## config.mk

```make
export PLATFORM = sky130hd
export DESIGN_NAME = ldcc_call_ctrl
export DESIGN_NICKNAME = d
export VERILOG_FILES = /design/src/ldcc_call_ctrl.v /design/src/ldcc_tick_timer.v
export VERILOG_INCLUDE_DIRS = /design/src
export SDC_FILE = /design/constraint.sdc
export NUM_CORES = 1
export LEC_CHECK = 0
export BUFFER_PORTS_ARGS = -buffer_cell sky130_fd_sc_hd__buf_2
export CAP_MARGIN = 20
export CORE_MARGIN = 3
export CORE_UTILIZATION = 35
export DETAILED_ROUTE_END_ITERATION = 16
export GPL_TIMING_DRIVEN = 0
export MAX_ROUTING_LAYER = met4
export SLEW_MARGIN = 0
export SYNTH_ARGS = -nofsm -noshare
export SYNTH_HDL_FRONTEND = slang
export SYNTH_SLANG_ARGS = --single-unit
```

## constraint.sdc

```tcl
create_clock -name core_clk -period 21.4 [get_ports core_clk]
set_clock_uncertainty 0.1 [all_clocks]
set_input_delay 4.28 -clock core_clk [delete_from_list [all_inputs] [get_ports core_clk]]
set_output_delay 4.28 -clock core_clk [all_outputs]
set_load 0.02 [all_outputs]
```

## src/ldcc_consts.vh

```
// Constants for the loop detector call control block
`ifndef LDCC_CONSTS_VH
`define LDCC_CONSTS_VH
`define LDCC_CLK_HZ 10000000
`define LDCC_TICK_MS 100
`define LDCC_TICK_CYC (`LDCC_CLK_HZ / 1000 * `LDCC_TICK_MS)
`define LDCC_SEC_TICKS 10
`define LDCC_AUDIO_TIMEOUT_S 900
`define LDCC_BACKLIGHT_S 900
`define LDCC_MENU_SELECT_BUTTON_HOLD_S 3
`define LDCC_RESTORE_S 5
`define LDCC_TUNE_S 2
`define LDCC_FULL_SENS_S 30
`define LDCC_COMP_RAMP_S 15
`define LDCC_COMP_PPM 500
`define LDCC_COUNT_MAX 16'hffff
`define LDCC_LOOPCFG_MIN 3'h1
`define LDCC_LOOPCFG_MAX 3'h5
`define LDCC_LOOPCFG_DEF 3'h4
`define LDCC_BURST_FLASHES 3
`define LDCC_DISP_SPLIT 16'd999
`endif

```

## src/ldcc_call_ctrl.v

```verilog
// Call control logic of a single channel loop detector
// Function
// RULE1: Noise filter disable bypasses filtering; changing it resets the detector.
// RULE2: Green compensation desensitises 0.05% over 15 s while green and calling.
// RULE3: Vehicle count runs to 65535 then wraps to zero.
// RULE4: Count display shows low three digits, alternating upper digits above 999.
// RULE5: Counter reset off-to-on clears count; it always reads off first.
// RULE6: Counting loop configuration is limited to 1 through 5.
// RULE7: Buzzer follows raw occupancy when audible option on.
// RULE8: Audible option turns off after 15 minutes or power loss.
// RULE9: Disconnect during green: extension expiry suppresses calls until green ends.
// RULE10: Disconnect type off: extension still applies, call held until disconnect.
// RULE11: Disconnect type on: no extension, call follows occupancy until disconnect.
// RULE12: Reset on power, filter change, sensitivity/frequency change, 3 s button.
// RULE13: Diagnostics survive button/filter resets; power reset clears them.
// RULE14: Phase green aborts delay and enables green controls.
// RULE15: Backlight on at any button, off 15 minutes after last press.
// RULE16: Detect LED lit on call, delay, extension running or loop fail.
// RULE17: Operational 2 s after reset; full sensitivity after 30 s.
// RULE18: Loop fault enters fail-safe with low or high message.
// RULE19: Fail-safe gives continuous call in presence and pulse modes.
// RULE20: Loop failure starts three-flash bursts each second until reset; the code stops them only on power or manual reset.
// RULE21: Loop fail memory counts failures; cleared by power or manual reset.
// RULE22: Three buttons held 5 s restore defaults; early release aborts.
// RULE23: Extension 0 to 25.5 s in 0.1 s; restarts on new entry.
// RULE24: Count increments per recognised vehicle, independent of call state.
`timescale 1ns/1ns
`default_nettype none
`include "ldcc_consts.vh"
module ldcc_call_ctrl #(
   parameter TICK_CYC = `LDCC_TICK_CYC,
   parameter DELAY_W = 8,
   parameter FAILMEM_W = 8
) (
   input wire core_clk,
   input wire resetn,
   input wire occupied,
   input wire vehicle_seen,
   input wire phase_green,
   input wire loop_low_fault,
   input wire loop_high_fault,
   input wire noise_filter_off,
   input wire sens_freq_change,
   input wire [DELAY_W-1:0] delay_s,
   input wire [7:0] ext_tenths,
   input wire pulse_mode,
   input wire ext_green_only,
   input wire green_comp_en,
   input wire count_disp_en,
   input wire counter_reset_set,
   input wire [2:0] loopcfg_req,
   input wire loopcfg_wr,
   input wire audible_set,
   input wire inductance_disp_set,
   input wire dll_disp_set,
   input wire disconnect_en,
   input wire disconnect_type,
   input wire menu_select_button,
   input wire up_button,
   input wire down_button,
   output reg call_out,
   output reg buzzer,
   output reg detect_led,
   output reg backlight,
   output reg filter_bypass,
   output reg comp_ramp_active,
   output reg [9:0] comp_ppm,
   output reg operational,
   output reg full_sensitivity,
   output reg loop_low_fault_msg,
   output reg loop_high_fault_msg,
   output reg [15:0] veh_count,
   output reg [11:0] disp_digits,
   output reg disp_upper,
   output reg counter_reset_view,
   output reg [2:0] loopcfg,
   output reg audible_on,
   output reg inductance_disp_on,
   output reg dll_disp_on,
   output reg [FAILMEM_W-1:0] fail_mem,
   output reg detector_reset,
   output reg factory_restore,
   output reg [2:0] restore_countdown
);
   // -------------------------------------------------
   // Timebase: 100 ms tick and 1 s tick
   // -------------------------------------------------
   localparam SEC_TICKS = `LDCC_SEC_TICKS;
   reg [23:0] pre_q;
   reg [3:0] tenth_q;
   wire tick = (pre_q == TICK_CYC - 1);
   wire sec = tick && (tenth_q == SEC_TICKS - 1);
   always @(posedge core_clk or negedge resetn)
   begin
      if (!resetn)
      begin
         pre_q <= 24'h0;
         tenth_q <= 4'h0;
      end
      else
      begin
         pre_q <= tick ? 24'h0 : pre_q + 24'h1;
         if (tick)
            tenth_q <= sec ? 4'h0 : tenth_q + 4'h1;
      end
   end

   function [3:0] bcd_digit;
      input [15:0] v;
      input [15:0] div;
      reg [15:0] q;
      begin
         q = (v / div) % 16'd10;
         bcd_digit = q[3:0];
      end
   endfunction

   // -------------------------------------------------
   // Reset sources and button hold timers
   // -------------------------------------------------
   reg nf_q;
   reg [11:0] hold_q;
   reg all3_q;
   reg nf_ok_q;
   wire all3 = menu_select_button && up_button && down_button;
   wire any_btn = menu_select_button || up_button || down_button;
   // No change is seen before the first sample after power-up
   wire nf_change = nf_ok_q && (noise_filter_off != nf_q);
   wire [31:0] cd_full = `LDCC_RESTORE_S - hold_q / 12'd10;
   wire menu_select_button_rst = menu_select_button && !all3 && (hold_q == `LDCC_MENU_SELECT_BUTTON_HOLD_S * 10 - 1) && tick;
   wire restore_done = all3 && (hold_q == `LDCC_RESTORE_S * 10 - 1) && tick;
   wire soft_rst = nf_change || sens_freq_change || menu_select_button_rst || restore_done; // [RULE12]
   always @(posedge core_clk or negedge resetn)
   begin
      if (!resetn)
      begin
         nf_q <= 1'b0;
         nf_ok_q <= 1'b0;
         all3_q <= 1'b0;
         hold_q <= 12'h0;
         detector_reset <= 1'b0;
         factory_restore <= 1'b0;
         restore_countdown <= 3'h0;
         filter_bypass <= 1'b0;
      end
      else
      begin
         nf_q <= noise_filter_off;
         nf_ok_q <= 1'b1;
         all3_q <= all3;
         filter_bypass <= noise_filter_off; // [RULE1]
         detector_reset <= soft_rst; // [RULE1]
         factory_restore <= restore_done; // [RULE22]
         // Restart on menu select release or a change of the three-button state, so a prior menu hold cannot shorten it
         if (!menu_select_button || all3 != all3_q)
            hold_q <= 12'h0; // [RULE22]
         else if (tick)
            hold_q <= hold_q + 12'h1;
         restore_countdown <= all3 ? cd_full[2:0] : 3'h0; // [RULE22]
      end
   end

   // -------------------------------------------------
   // Tuning, backlight and diagnostic options
   // -------------------------------------------------
   reg [5:0] run_q;
   reg [13:0] bl_q;
   reg [13:0] aud_q;
   localparam [13:0] BL_S = `LDCC_BACKLIGHT_S;
   localparam [13:0] AUD_S = `LDCC_AUDIO_TIMEOUT_S;
   always @(posedge core_clk or negedge resetn)
   begin
      if (!resetn)
      begin
         run_q <= 6'h0;
         bl_q <= 14'h0;
         aud_q <= 14'h0;
         operational <= 1'b0;
         full_sensitivity <= 1'b0;
         backlight <= 1'b0;
         audible_on <= 1'b0; // [RULE8] [RULE13]
         inductance_disp_on <= 1'b0;
         dll_disp_on <= 1'b0;
         buzzer <= 1'b0;
      end
      else
      begin
         if (soft_rst)
            run_q <= 6'h0;
         else if (sec && run_q != 6'h3f)
            run_q <= run_q + 6'h1;
         operational <= !soft_rst && run_q >= `LDCC_TUNE_S; // [RULE17]
         full_sensitivity <= !soft_rst && run_q >= `LDCC_FULL_SENS_S; // [RULE17]
         if (any_btn)
            bl_q <= BL_S;
         else if (sec && bl_q != 14'h0)
            bl_q <= bl_q - 14'h1;
         backlight <= any_btn || bl_q != 14'h0; // [RULE15]
         // Soft resets leave diagnostic options untouched
         if (audible_set && !audible_on)
         begin
            audible_on <= 1'b1;
            aud_q <= AUD_S;
         end
         else if (sec && audible_on)
         begin
            aud_q <= aud_q - 14'h1;
            if (aud_q == 14'h1)
               audible_on <= 1'b0; // [RULE8]
         end
         if (inductance_disp_set)
            inductance_disp_on <= 1'b1; // [RULE13]
         if (dll_disp_set)
            dll_disp_on <= 1'b1;
         buzzer <= audible_on && occupied; // [RULE7]
      end
   end

   // -------------------------------------------------
   // Call path: delay, extension, disconnect, fail-safe
   // -------------------------------------------------
   reg occ_q;
   reg disc_q;
   reg fail_q;
   reg burst_q;
   reg [3:0] burst_ph_q;
   wire fault = loop_low_fault || loop_high_fault;
   wire occ_end = occ_q && !occupied;
   wire ext_ok = !(disconnect_en && disconnect_type) && (!ext_green_only || phase_green);
   wire ext_run;
   wire ext_exp;
   wire dly_run;
   wire disc_timing = disconnect_en && phase_green;
   ldcc_tick_timer #(.W(8)) u_ext (
      .core_clk(core_clk),
      .resetn(resetn),
      .clr(soft_rst || occupied), // [RULE23]
      .load(occ_end && (ext_ok || disc_timing)), // [RULE9] [RULE23]
      .load_val(ext_tenths),
      .tick(tick),
      .running(ext_run),
      .expired(ext_exp)
   );
   ldcc_tick_timer #(.W(DELAY_W + 4)) u_dly (
      .core_clk(core_clk),
      .resetn(resetn),
      .clr(soft_rst || phase_green || !occupied), // [RULE14]
      .load(occupied && !occ_q),
      .load_val({delay_s, 4'h0} - {4'h0, delay_s} - {4'h0, delay_s} - {4'h0, delay_s}
         - {4'h0, delay_s} - {4'h0, delay_s} - {4'h0, delay_s}),
      .tick(tick),
      .running(dly_run),
      .expired()
   );
   wire ext_hold = ext_run && !(disconnect_en && disconnect_type && phase_green); // [RULE11]
   wire dly_start = occupied && !occ_q && !phase_green && (delay_s != {DELAY_W{1'b0}});
   // Cover the load cycles: no call blip at a delayed entry, no drop at exit
   wire normal_call = (occupied && !dly_run && !dly_start)
      || ((ext_hold || (occ_end && ext_tenths != 8'h00)) && ext_ok); // [RULE10]
   always @(posedge core_clk or negedge resetn)
   begin
      if (!resetn)
      begin
         occ_q <= 1'b0;
         disc_q <= 1'b0;
         fail_q <= 1'b0;
         burst_q <= 1'b0;
         burst_ph_q <= 4'h0;
         call_out <= 1'b0;
         detect_led <= 1'b0;
         loop_low_fault_msg <= 1'b0;
         loop_high_fault_msg <= 1'b0;
         fail_mem <= {FAILMEM_W{1'b0}}; // [RULE21]
      end
      else
      begin
         occ_q <= occupied;
         fail_q <= fault;
         if (!phase_green || soft_rst)
            disc_q <= 1'b0;
         else if (disconnect_en && ext_exp && !occupied)
            disc_q <= 1'b1; // [RULE9]
         loop_low_fault_msg <= loop_low_fault; // [RULE18]
         loop_high_fault_msg <= loop_high_fault && !loop_low_fault; // [RULE18]
         if (fault)
            call_out <= 1'b1; // [RULE19]
         else if (!operational || disc_q)
            call_out <= 1'b0;
         else
            call_out <= normal_call;
         // A failure in the clearing cycle is still counted and still flashed
         if (menu_select_button_rst || restore_done)
            fail_mem <= {{(FAILMEM_W-1){1'b0}}, fault && !fail_q}; // [RULE21]
         else if (fault && !fail_q)
            fail_mem <= fail_mem + {{(FAILMEM_W-1){1'b0}}, 1'b1}; // [RULE21]
         if (fault)
            burst_q <= 1'b1; // [RULE20]
         else if (menu_select_button_rst || restore_done)
            burst_q <= 1'b0;
         if (sec || !burst_q)
            burst_ph_q <= 4'h0;
         else if (tick)
            burst_ph_q <= burst_ph_q + 4'h1;
         // Flash on even tenths for the first three pairs of each second
         detect_led <= call_out || dly_run || ext_run || fault
            || (burst_q && !burst_ph_q[0] && burst_ph_q < 2 * `LDCC_BURST_FLASHES); // [RULE16] [RULE20]
      end
   end

   // -------------------------------------------------
   // Compensation ramp during green
   // -------------------------------------------------
   reg [7:0] ramp_q;
   localparam [7:0] RAMP_END = `LDCC_COMP_RAMP_S * 10;
   wire [31:0] ppm_full = (`LDCC_COMP_PPM * ramp_q) / (`LDCC_COMP_RAMP_S * 10);
   always @(posedge core_clk or negedge resetn)
   begin
      if (!resetn)
      begin
         ramp_q <= 8'h0;
         comp_ramp_active <= 1'b0;
         comp_ppm <= 10'h0;
      end
      else
      begin
         if (!(green_comp_en && phase_green && call_out) || soft_rst)
            ramp_q <= 8'h0; // [RULE2]
         else if (tick && ramp_q != RAMP_END)
            ramp_q <= ramp_q + 8'h1;
         comp_ramp_active <= green_comp_en && phase_green && call_out; // [RULE2] [RULE14]
         comp_ppm <= ppm_full[9:0]; // [RULE2]
      end
   end

   // -------------------------------------------------
   // Vehicle counting and display
   // -------------------------------------------------
   reg crs_q;
   wire [15:0] hi_part = veh_count / 16'd1000;
   always @(posedge core_clk or negedge resetn)
   begin
      if (!resetn)
      begin
         crs_q <= 1'b0;
         veh_count <= 16'h0;
         counter_reset_view <= 1'b0;
         loopcfg <= `LDCC_LOOPCFG_DEF;
         disp_digits <= 12'h0;
         disp_upper <= 1'b0;
      end
      else
      begin
         crs_q <= counter_reset_set;
         counter_reset_view <= 1'b0; // [RULE5]
         if (restore_done)
            loopcfg <= `LDCC_LOOPCFG_DEF;
         else if (loopcfg_wr && loopcfg_req >= `LDCC_LOOPCFG_MIN && loopcfg_req <= `LDCC_LOOPCFG_MAX)
            loopcfg <= loopcfg_req; // [RULE6]
         if (counter_reset_set && !crs_q)
            veh_count <= 16'h0; // [RULE5]
         else if (vehicle_seen)
            veh_count <= veh_count + 16'h1; // [RULE3] [RULE24]
         if (!count_disp_en || veh_count <= `LDCC_DISP_SPLIT)
            disp_upper <= 1'b0; // [RULE4]
         else if (sec)
            disp_upper <= !disp_upper; // [RULE4]
         if (!count_disp_en)
            disp_digits <= 12'h0;
         else if (disp_upper)
            disp_digits <= {4'h0, bcd_digit(hi_part, 16'd10), bcd_digit(hi_part, 16'd1)};
         else
            disp_digits <= {bcd_digit(veh_count, 16'd100), bcd_digit(veh_count, 16'd10),
               bcd_digit(veh_count, 16'd1)};
      end
   end
endmodule
`default_nettype wire

```

## src/ldcc_tick_timer.v

```verilog
// Down counter clocked by a tick enable, with load and expiry pulse
`timescale 1ns/1ns
`default_nettype none
module ldcc_tick_timer #(
   parameter W = 16
) (
   input wire core_clk,
   input wire resetn,
   input wire clr,
   input wire load,
   input wire [W-1:0] load_val,
   input wire tick,
   output wire running,
   output reg expired
);
   reg [W-1:0] cnt_q;
   assign running = (cnt_q != {W{1'b0}});
   always @(posedge core_clk or negedge resetn)
   begin
      if (!resetn)
      begin
         cnt_q <= {W{1'b0}};
         expired <= 1'b0;
      end
      else
      begin
         expired <= 1'b0;
         if (clr)
            cnt_q <= {W{1'b0}};
         else if (load)
            cnt_q <= load_val;
         else if (tick && running)
         begin
            cnt_q <= cnt_q - {{(W-1){1'b0}}, 1'b1};
            if (cnt_q == {{(W-1){1'b0}}, 1'b1})
               expired <= 1'b1;
         end
      end
   end
endmodule
`default_nettype wire
```

==> run metrics, run 1 <==
outcome completed; Synth async-reset ratio 100.0%; register area share after synthesis 22.54%; Vias/cell 5.725; flops & latches, synth 182; Final Critical Period 13.97 ns; setup bufs post-CTS 0; global-route wire length before repair 95430 um; Cell Rows 87; area grow syn2layout 10.34%; initial antenna violation count 4; GP Congestion 0.9217; number of distinct library cells after synthesis 126; Core ar. 0.05671 sq mm; syn_area_per_cell 7.708 sq um; final global-route overflow total 0; Post-synth EDFFs 0; clk buf depth 2; PortBufs 107; register clock-pin slew on the reported worst setup and hold paths 0.09 ns; hold_buf cts 0; Commonest cells post-synth 302 x nor2_1, 233 x nand2_1, 181 x a21oi_1, 181 x dfrtp_1, 146 x o21ai_0; RSZ-0062 raised after global routing false; Crit. End Element flop; # resized after CTS 0; Syn Inst Count 2622; net count after synthesis 2789; slowest stage delay, CP 0.53 ns; Hold WC Path Type reg2reg; RR Endpoint comp_ppm[0]; CP arrival 14.24 ns; chip width 246.3 um; Sink Count 182; CP required 21.67 ns; # fillers 5786; DR vias 20170; slew margin rel. 16.90%; CTS tree done; Post-Route WL 57990 um; Die Area 0.06066 sq mm; dpl hpwl 44340 um; max_cap viols 0; hold worst-path end inductance_disp_on; CTS H-Tree Depth 4; vias in the first global route 18810; ys flop type dfrtp_1; antenna-violating nets left 0; register-to-register setup slack 7.43 ns; Pre-Repair DR Iteration Count 5; Residual DRC 0; YS warnings 0; synthesized cell area 0.02021 sq mm; Setup TNS 0 ns; Reg2Reg Depth 46; Die H 246.3 um; Final Instance Area 0.02230 sq mm; most frequent cell after synthesis nor2_1; initial core utilization 35.64%; fin crit share 65.28%; HP Start inductance_disp_on; worst slew pin tran 1.235 ns; clk_lat worst skew 0.49 ns; hold depth 1; Synth top area share 22.41%; Worst R2R Start ramp_q[0]; most frequent CP cell ha_1; CP max FO 10; maximum clock frequency 71.58 MHz; WS Path Type reg2reg; net count reported at finish 2917; total CTS buffers 17; pwr dens 38.18 mW/mm^2; Final Max Slew Viols 0; VDD IR-drop max 0.06707 mV; total power 851.6 uW; CP max-delay cell dfrtp_1; CP Launch Type flop; GRT Total Usage 19.51%; Leak 9.265 nW; largest net degree at the start of global routing 117; Root Buffer clkbuf_16; Finish-stage setup viols 0; share of cells above drive strength 1 9.555%; DRT iter0 DRCs 1561; largest area contributor in the netlist dfrtp_1; final hold violations 0; Area contributors post-synth dfrtp_1 22%, xnor2_1 5.9%, ha_1 5.8%; Avg WL per Cell 16.46 um; Post-DP Area 0.02173 sq mm; io pins 111
-- area by class of cell --
type / count / area, sq um / share of cell area (%)
well taps: 756 / 945.9 / 4.241
clock buffers: 21 / 440.4 / 1.975
multi-input cells: 2204 / 14710 / 65.98
flip-flops and latches: 182 / 4556 / 20.43
clock inverters: 11 / 116.4 / 0.5218
plain buffers: 120 / 504.2 / 2.261
diodes: 4 / 10.01 / 0.04488
repair buffers: 109 / 578.1 / 2.592
inverters: 116 / 436.7 / 1.958
-- kinds of logic after synthesis --
| family | count (synthesis) | share of synthesized area (%) |
|---|---|---|
| fa+ha+maj | 143 | 9.825 |
| mux | 37 | 1.950 |
| xor+xnor | 218 | 9.596 |
| buf+inv | 236 | 4.655 |
| other cells | 2 | 0.03716 |
| flops | 182 | 22.54 |
| compound gates | 758 | 25.96 |
| simple gates | 1046 | 25.43 |
-- per-layer routing --
metal | vias up | global-route usage (%) | part of all wire, %
li1 | 9828 | - | -
met4 | 0 | 5.818 | 2.2
met2 | 533 | 29.88 | 45
met3 | 66 | 2.677 | 4.5
met1 | 9742 | 26.79 | 49
met5 | - | - | 0
-- through the flow --
step	std cells	worst slack, ns	util [%]	hold WS (ns)
floorplan	2622	9.602	-	0.3365
global placement	3485	7.741	38.25	0.3447
detailed placement	3486	7.651	38.31	0.3472
CTS	3518	7.585	39.30	0.3685
global route	3522	6.399	39.32	0.3816
finish	3523	7.429	39.32	0.3633
-- power by group --
group	total [mW]	internal [mW]	switching, mW
clock	0.325	0.163	0.162
sequential	0.369	0.356	0.0124
combinational	0.158	0.0630	0.0947
total	0.852	0.582	0.270
-- how the worst max path moves through the flow --
stage | from | to | slack [ns] | cells after the start
final | ramp_q[0] | comp_ppm[0] | 7.43 | 46
after detailed placement | ramp_q[0] | comp_ppm[0] | 7.65 | 46
after CTS | ramp_q[0] | comp_ppm[0] | 7.59 | 46
after floorplan | ramp_q[2] | comp_ppm[0] | 9.60 | 44
after global placement | ramp_q[0] | comp_ppm[0] | 7.74 | 46
after global routing | ramp_q[0] | comp_ppm[0] | 6.40 | 47
-- critical path, delay by kind of cell, from the launching register on --
family | cells | cell delay [ns]
adders and majority gates | 6 | 2.34
and+or+nand+nor | 7 | 1.55
AOI/OAI and AO/OA | 21 | 6.08
DFF | 1 | 0.53
xor gates and xnor gates | 3 | 0.94
buffers and inverters | 7 | 1.53
muxes | 2 | 0.76
-- registers in the layout, summed over array words and instances (netlist names), 10 cells and up --
register and flops:
hold_q 12, bl_q 14, aud_q 14, pre_q 24, disp_digits 12, veh_count 16, u_dly.cnt_q 12, comp_ppm 10
-- placed cells by master (no fill, tap or decap), types with 15 or more instances in the layout --
cell         n
a211oi_1    31
a21o_1      26
a21oi_1    181
a22oi_1     18
a31oi_1     36
and2_1      34
and3_1      28
buf_2      111
clkbuf_1   104
clkbuf_16   17
dfrtp_1    181
fa_1        32
ha_1        93
inv_1      107
maj3_1      17
mux2i_1     26
nand2_1    233
nand2b_1    44
nand3_1     84
nand3b_1    15
nand4_1     39
nor2_1     302
nor2b_1     24
nor3_1      85
nor4_1      34
o211ai_1    29
o21a_1      22
o21ai_0    146
o22ai_1     21
o31ai_1     26
or2_2       27
or3_1       38
xnor2_1    135
xor2_1      79
Power figures use the tool's default switching activity.
==> inputs of run 2 (changes only) <==
Clock period 21.4 ns to 13.73 ns, I/O delays scaled along.
==> run 2 against run 1 <==
Compared with the run above:
- sequential power grew 56%
- critical path type unchanged
- register-to-register slack lost 6.8 ns
- final area grew 0.84%
- hold slack gained 0.00070 ns
==> run metrics, run 2 (synthesized netlist as in run 1, its figures left out) <==
outcome completed; Avg WL per Cell 16.45 um; commonest non-fill, non-tap cells in the layout 301 x nor2_1, 233 x nand2_1, 180 x a21oi_1; register clock-pin slew on the reported worst setup and hold paths 0.09 ns; Die H 246.3 um; CTS tree done; most frequent CP cell fa_1; PortBufs 107; max reg flops 24; initial core utilization 35.64%; WS Path Type reg2reg; Root Buffer clkbuf_16; chip width 246.3 um; global-route wire length before repair 95450 um; slew margin rel. 26.02%; commonest non-fill, non-tap cell in the layout nor2_1; slowest stage delay, CP 0.60 ns; net count reported at finish 2925; pre-CTS WS -0.01875 ns; hold depth 1; CP arrival 13.32 ns; vias in the first global route 18810; maximum clock frequency 76.62 MHz; initial antenna violation count 4; Worst R2R Start ramp_q[0]; Worst Path Buf+Inv 7; multi-input logic area 0.01483 sq mm; Vias/cell 5.707; max_cap viols 0; CTS H-Tree Depth 4; largest net degree at the start of global routing 117; GP Congestion 0.9217; Reg2Reg Depth 46; hold_buf cts 0; Final Max Slew Viols 0; clk_lat worst skew 0.49 ns; Die Area 0.06066 sq mm; Cell Rows 87; clk buf depth 2; dpl hpwl 44340 um; io pins 111; antenna-violating nets left 0; CP Launch Type flop; DR vias 20150; HP Start inductance_disp_on; Reg area 0.004559 sq mm; Sink Count 182; Critical Path Stages 46; Pre-Repair DR Iteration Count 8; Hold WC Path Type reg2reg; Worst path top cell family by delay compound AO/OA/AOI/OAI gates; worst slew pin tran 1.100 ns; RSZ-0062 raised after global routing false; final hold violations 0; GRT Total Usage 19.51%; total CTS buffers 17; DRT iter0 DRCs 1555; pwr dens 59.04 mW/mm^2; Setup TNS 0 ns; fin crit share 95.05%; Crit. End Element flop; CP max FO 10; Final Critical Period 13.05 ns; VDD IR-drop max 0.1048 mV; share of cells above drive strength 1 10.65%; CP max-delay cell fa_1; crit path launch ramp_q[0]; total power 1.328 mW; area grow syn2layout 11.27%; final hold slack 0.3640 ns; Reg with most FFs pre_q; Core ar. 0.05671 sq mm; CP required 14.00 ns; largest registers pre_q: 24 flops, veh_count: 16 flops; worst setup margin 0.6791 ns; Residual DRC 0; Post-Route WL 58080 um; # fillers 5775; Finish-stage setup viols 0; Leak 9.340 nW; final global-route overflow total 0
run 2: routing by layer:
metal	vias up	global-route usage, %	routed length [um]
met4	0	5.818	1179
met3	63	2.677	2585
met1	9734	26.79	28220
met2	508	29.89	26100
li1	9841	-	-
met5	-	-	0
run 2: area by class of cell:
| cell class | instances | share of cell area, % |
|---|---|---|
| timing repair buffer | 119 | 2.904 |
| inverter | 116 | 1.942 |
| tap | 756 | 4.206 |
| antenna | 3 | 0.03338 |
| clock buffer | 21 | 1.958 |
| buffer | 118 | 2.226 |
| clock inverter | 11 | 0.5174 |
| sequential | 182 | 20.27 |
| multi-input combinational | 2204 | 65.94 |
run 2: worst reg2reg max path: cells and delay by family, from the launching register on:
family,cells,cell delay (ns)
compound gates,23,6.01
simple gates,7,1.72
xor+xnor,1,0.20
buf+inv,7,1.08
flops,1,0.48
mux,2,0.76
fa+ha+maj,6,2.58
run 2: per-stage QoR:
step	instance area (sq um)	std cells	util (%)
after floorplan	20210	2622	-
after global routing	22490	3530	39.65
after CTS	22300	3518	39.33
after global placement	21690	3485	38.25
final	22490	3530	39.65
after detailed placement	21730	3486	38.31
run 2: power breakdown:
part	internal [mW]	leakage, nW	total (mW)	switching, mW
combinational	0.0982	6.74	0.246	0.147
clock	0.253	0.254	0.508	0.254
sequential	0.555	2.35	0.574	0.0190
run 2: what timing repair did:
| action | 4_1_cts | 5_1_grt |
|---|---|---|
| pin swaps | 0 | 6 |
| buffers inserted | 0 | 10 |
| endpoints found under the hold margin | 0 | 0 |
| setup endpoints to repair | 1 | 2 |
| gates resized for setup | 3 | 27 |
run 2: path summary, 6_finish.rpt:
| kind | end | slack [ns] |
|---|---|---|
| max | comp_ppm[0] | 0.68 |
| min | inductance_disp_on | 0.36 |
| max reg2reg | comp_ppm[0] | 0.68 |
| min reg2reg | inductance_disp_on | 0.36 |
| max in group asynchronous | u_ext.expired | 10.41 |
| min in group asynchronous | disp_digits[11] | 2.12 |
==> inputs of run 3 (changes only) <==
Settings changed: CORE_ASPECT_RATIO set to 1.75, CORE_MARGIN 3 to not set.
==> run 3 against run 2 <==
Compared with the run above:
- sequential power about the same
- critical path depth down 6
- cell count up 0.54%
- via count grew 1.1%
- combinational power grew 2%
==> run metrics, run 3 (synthesized netlist as in run 1, its figures left out) <==
outcome completed; Final Max Slew Viols 0; # fillers 5975; hold_buf cts 0; Critical Path Stages 40; worst setup margin 0.4379 ns; placed cells 3499; Die H 319.9 um; VDD IR-drop max 0.1117 mV; crit path launch ramp_q[3]; max reg flops 24; commonest non-fill, non-tap cells in the layout 299 x nor2_1, 233 x nand2_1, 180 x dfrtp_1; largest registers pre_q: 24 flops, veh_count: 16 flops; register-to-register setup slack 0.44 ns; multi-input logic area 0.01490 sq mm; total power 1.325 mW; Worst path top cell family by delay compound AO/OA/AOI/OAI gates; Vias/cell 5.737; antenna-violating nets left 0; CP arrival 13.54 ns; Reg with most FFs pre_q; PortBufs 107; total CTS buffers 17; Post-DP Area 0.02175 sq mm; register clock-pin slew on the reported worst setup and hold paths 0.08 ns; most frequent CP cell fa_1; CP Launch Type flop; clk buf depth 2; Die Area 0.05875 sq mm; Leak 9.441 nW; Cell Rows 116; commonest non-fill, non-tap cell in the layout nor2_1; worst slew pin tran 1.089 ns; Sink Count 182; initial antenna violation count 2; CP required 13.97 ns; Hold WC Path Type reg2reg; Pre-Repair DR Iteration Count 6; final core utilization 39.64%; Final Critical Period 13.29 ns; global-route wire length before repair 99350 um; pre-CTS WS -0.3214 ns; GP Congestion 0.9905; Core ar. 0.05718 sq mm; pwr dens 58.46 mW/mm^2; DRT iter0 DRCs 1207; area grow syn2layout 12.17%; final global-route overflow total 0; Crit. End Element flop; Reg area 0.004557 sq mm; WS Path Type reg2reg; Final Instance Area 0.02267 sq mm; Worst R2R Start ramp_q[3]; CP max FO 10; dpl hpwl 48470 um; Finish-stage setup viols 0; slew margin rel. 26.73%; Worst Path Buf+Inv 1; RR Endpoint comp_ppm[0]; Root Buffer clkbuf_16; Avg WL per Cell 17.26 um; clk_lat worst skew 0.47 ns; final hold slack 0.3643 ns; CTS tree done; final hold violations 0; chip width 183.7 um; Reg2Reg Depth 40; GRT Total Usage 21.28%; CP max-delay cell dfrtp_1; io pins 111; largest net degree at the start of global routing 113; max_cap viols 0; share of cells above drive strength 1 11.33%; CTS H-Tree Depth 4; net count reported at finish 2935; Post-Route WL 61270 um; Setup TNS 0 ns; vias in the first global route 20500; Critical Path Sink comp_ppm[0]; DR vias 20360; Non-Filler Instances 3549; slowest stage delay, CP 0.59 ns; Residual DRC 0; fin crit share 96.81%; maximum clock frequency 75.23 MHz; HP Start dll_disp_on; initial core utilization 35.34%
## run 3: worst min path at each step
stage          slack, ns  cells past startpoint            endpoint
2_1_floorplan       0.34                      1           aud_q[10]
5_1_grt             0.40                      1  inductance_disp_on
3_5_place_dp        0.35                      1         dll_disp_on
6_report            0.36                      1         dll_disp_on
4_1_cts             0.37                      1         dll_disp_on
3_3_place_gp        0.35                      1         dll_disp_on
## run 3: layer usage
metal / share of wire (%) / GRT usage, % / wire length [um]
met5: 0 / - / 0
met1: 37 / 20.17 / 22600
met4: 4.2 / 10.94 / 2600
met2: 56 / 41.48 / 34230
met3: 3.0 / 2.107 / 1838
## run 3: where the power goes
group          switching (mW)  internal, mW
clock                   0.250         0.251
sequential             0.0187         0.555
combinational           0.152        0.0983
## run 3: repair_timing
item	4_1_cts	5_1_grt
endpoints found under the setup margin	1	2
pin swaps	1	6
gates resized for setup	5	36
setup buffers	1	19
## run 3: worst register-to-register path: cells and delay by family, from the launching register on
family | cells | cell delay [ns]
AO/OA/AOI/OAI | 24 | 6.83
adder cells (fa/ha/maj) | 6 | 2.64
AND/OR/NAND/NOR | 5 | 1.36
multiplexers | 2 | 0.75
XOR/XNOR | 2 | 0.73
flip-flops | 1 | 0.59
buffers and inverters | 1 | 0.19
## run 3: final cells by class
class                           count  share of cell area (%)
Multi-Input combinational cell   2204                   65.73
Sequential cell                   182                   20.10
Tap cell                          767                   4.233
Timing Repair Buffer              130                   3.234
Buffer                            117                   2.208
Clock buffer                       19                   1.998
Inverter                          116                   1.926
Clock inverter                     13                  0.5629
Antenna cell                        1                 0.01104
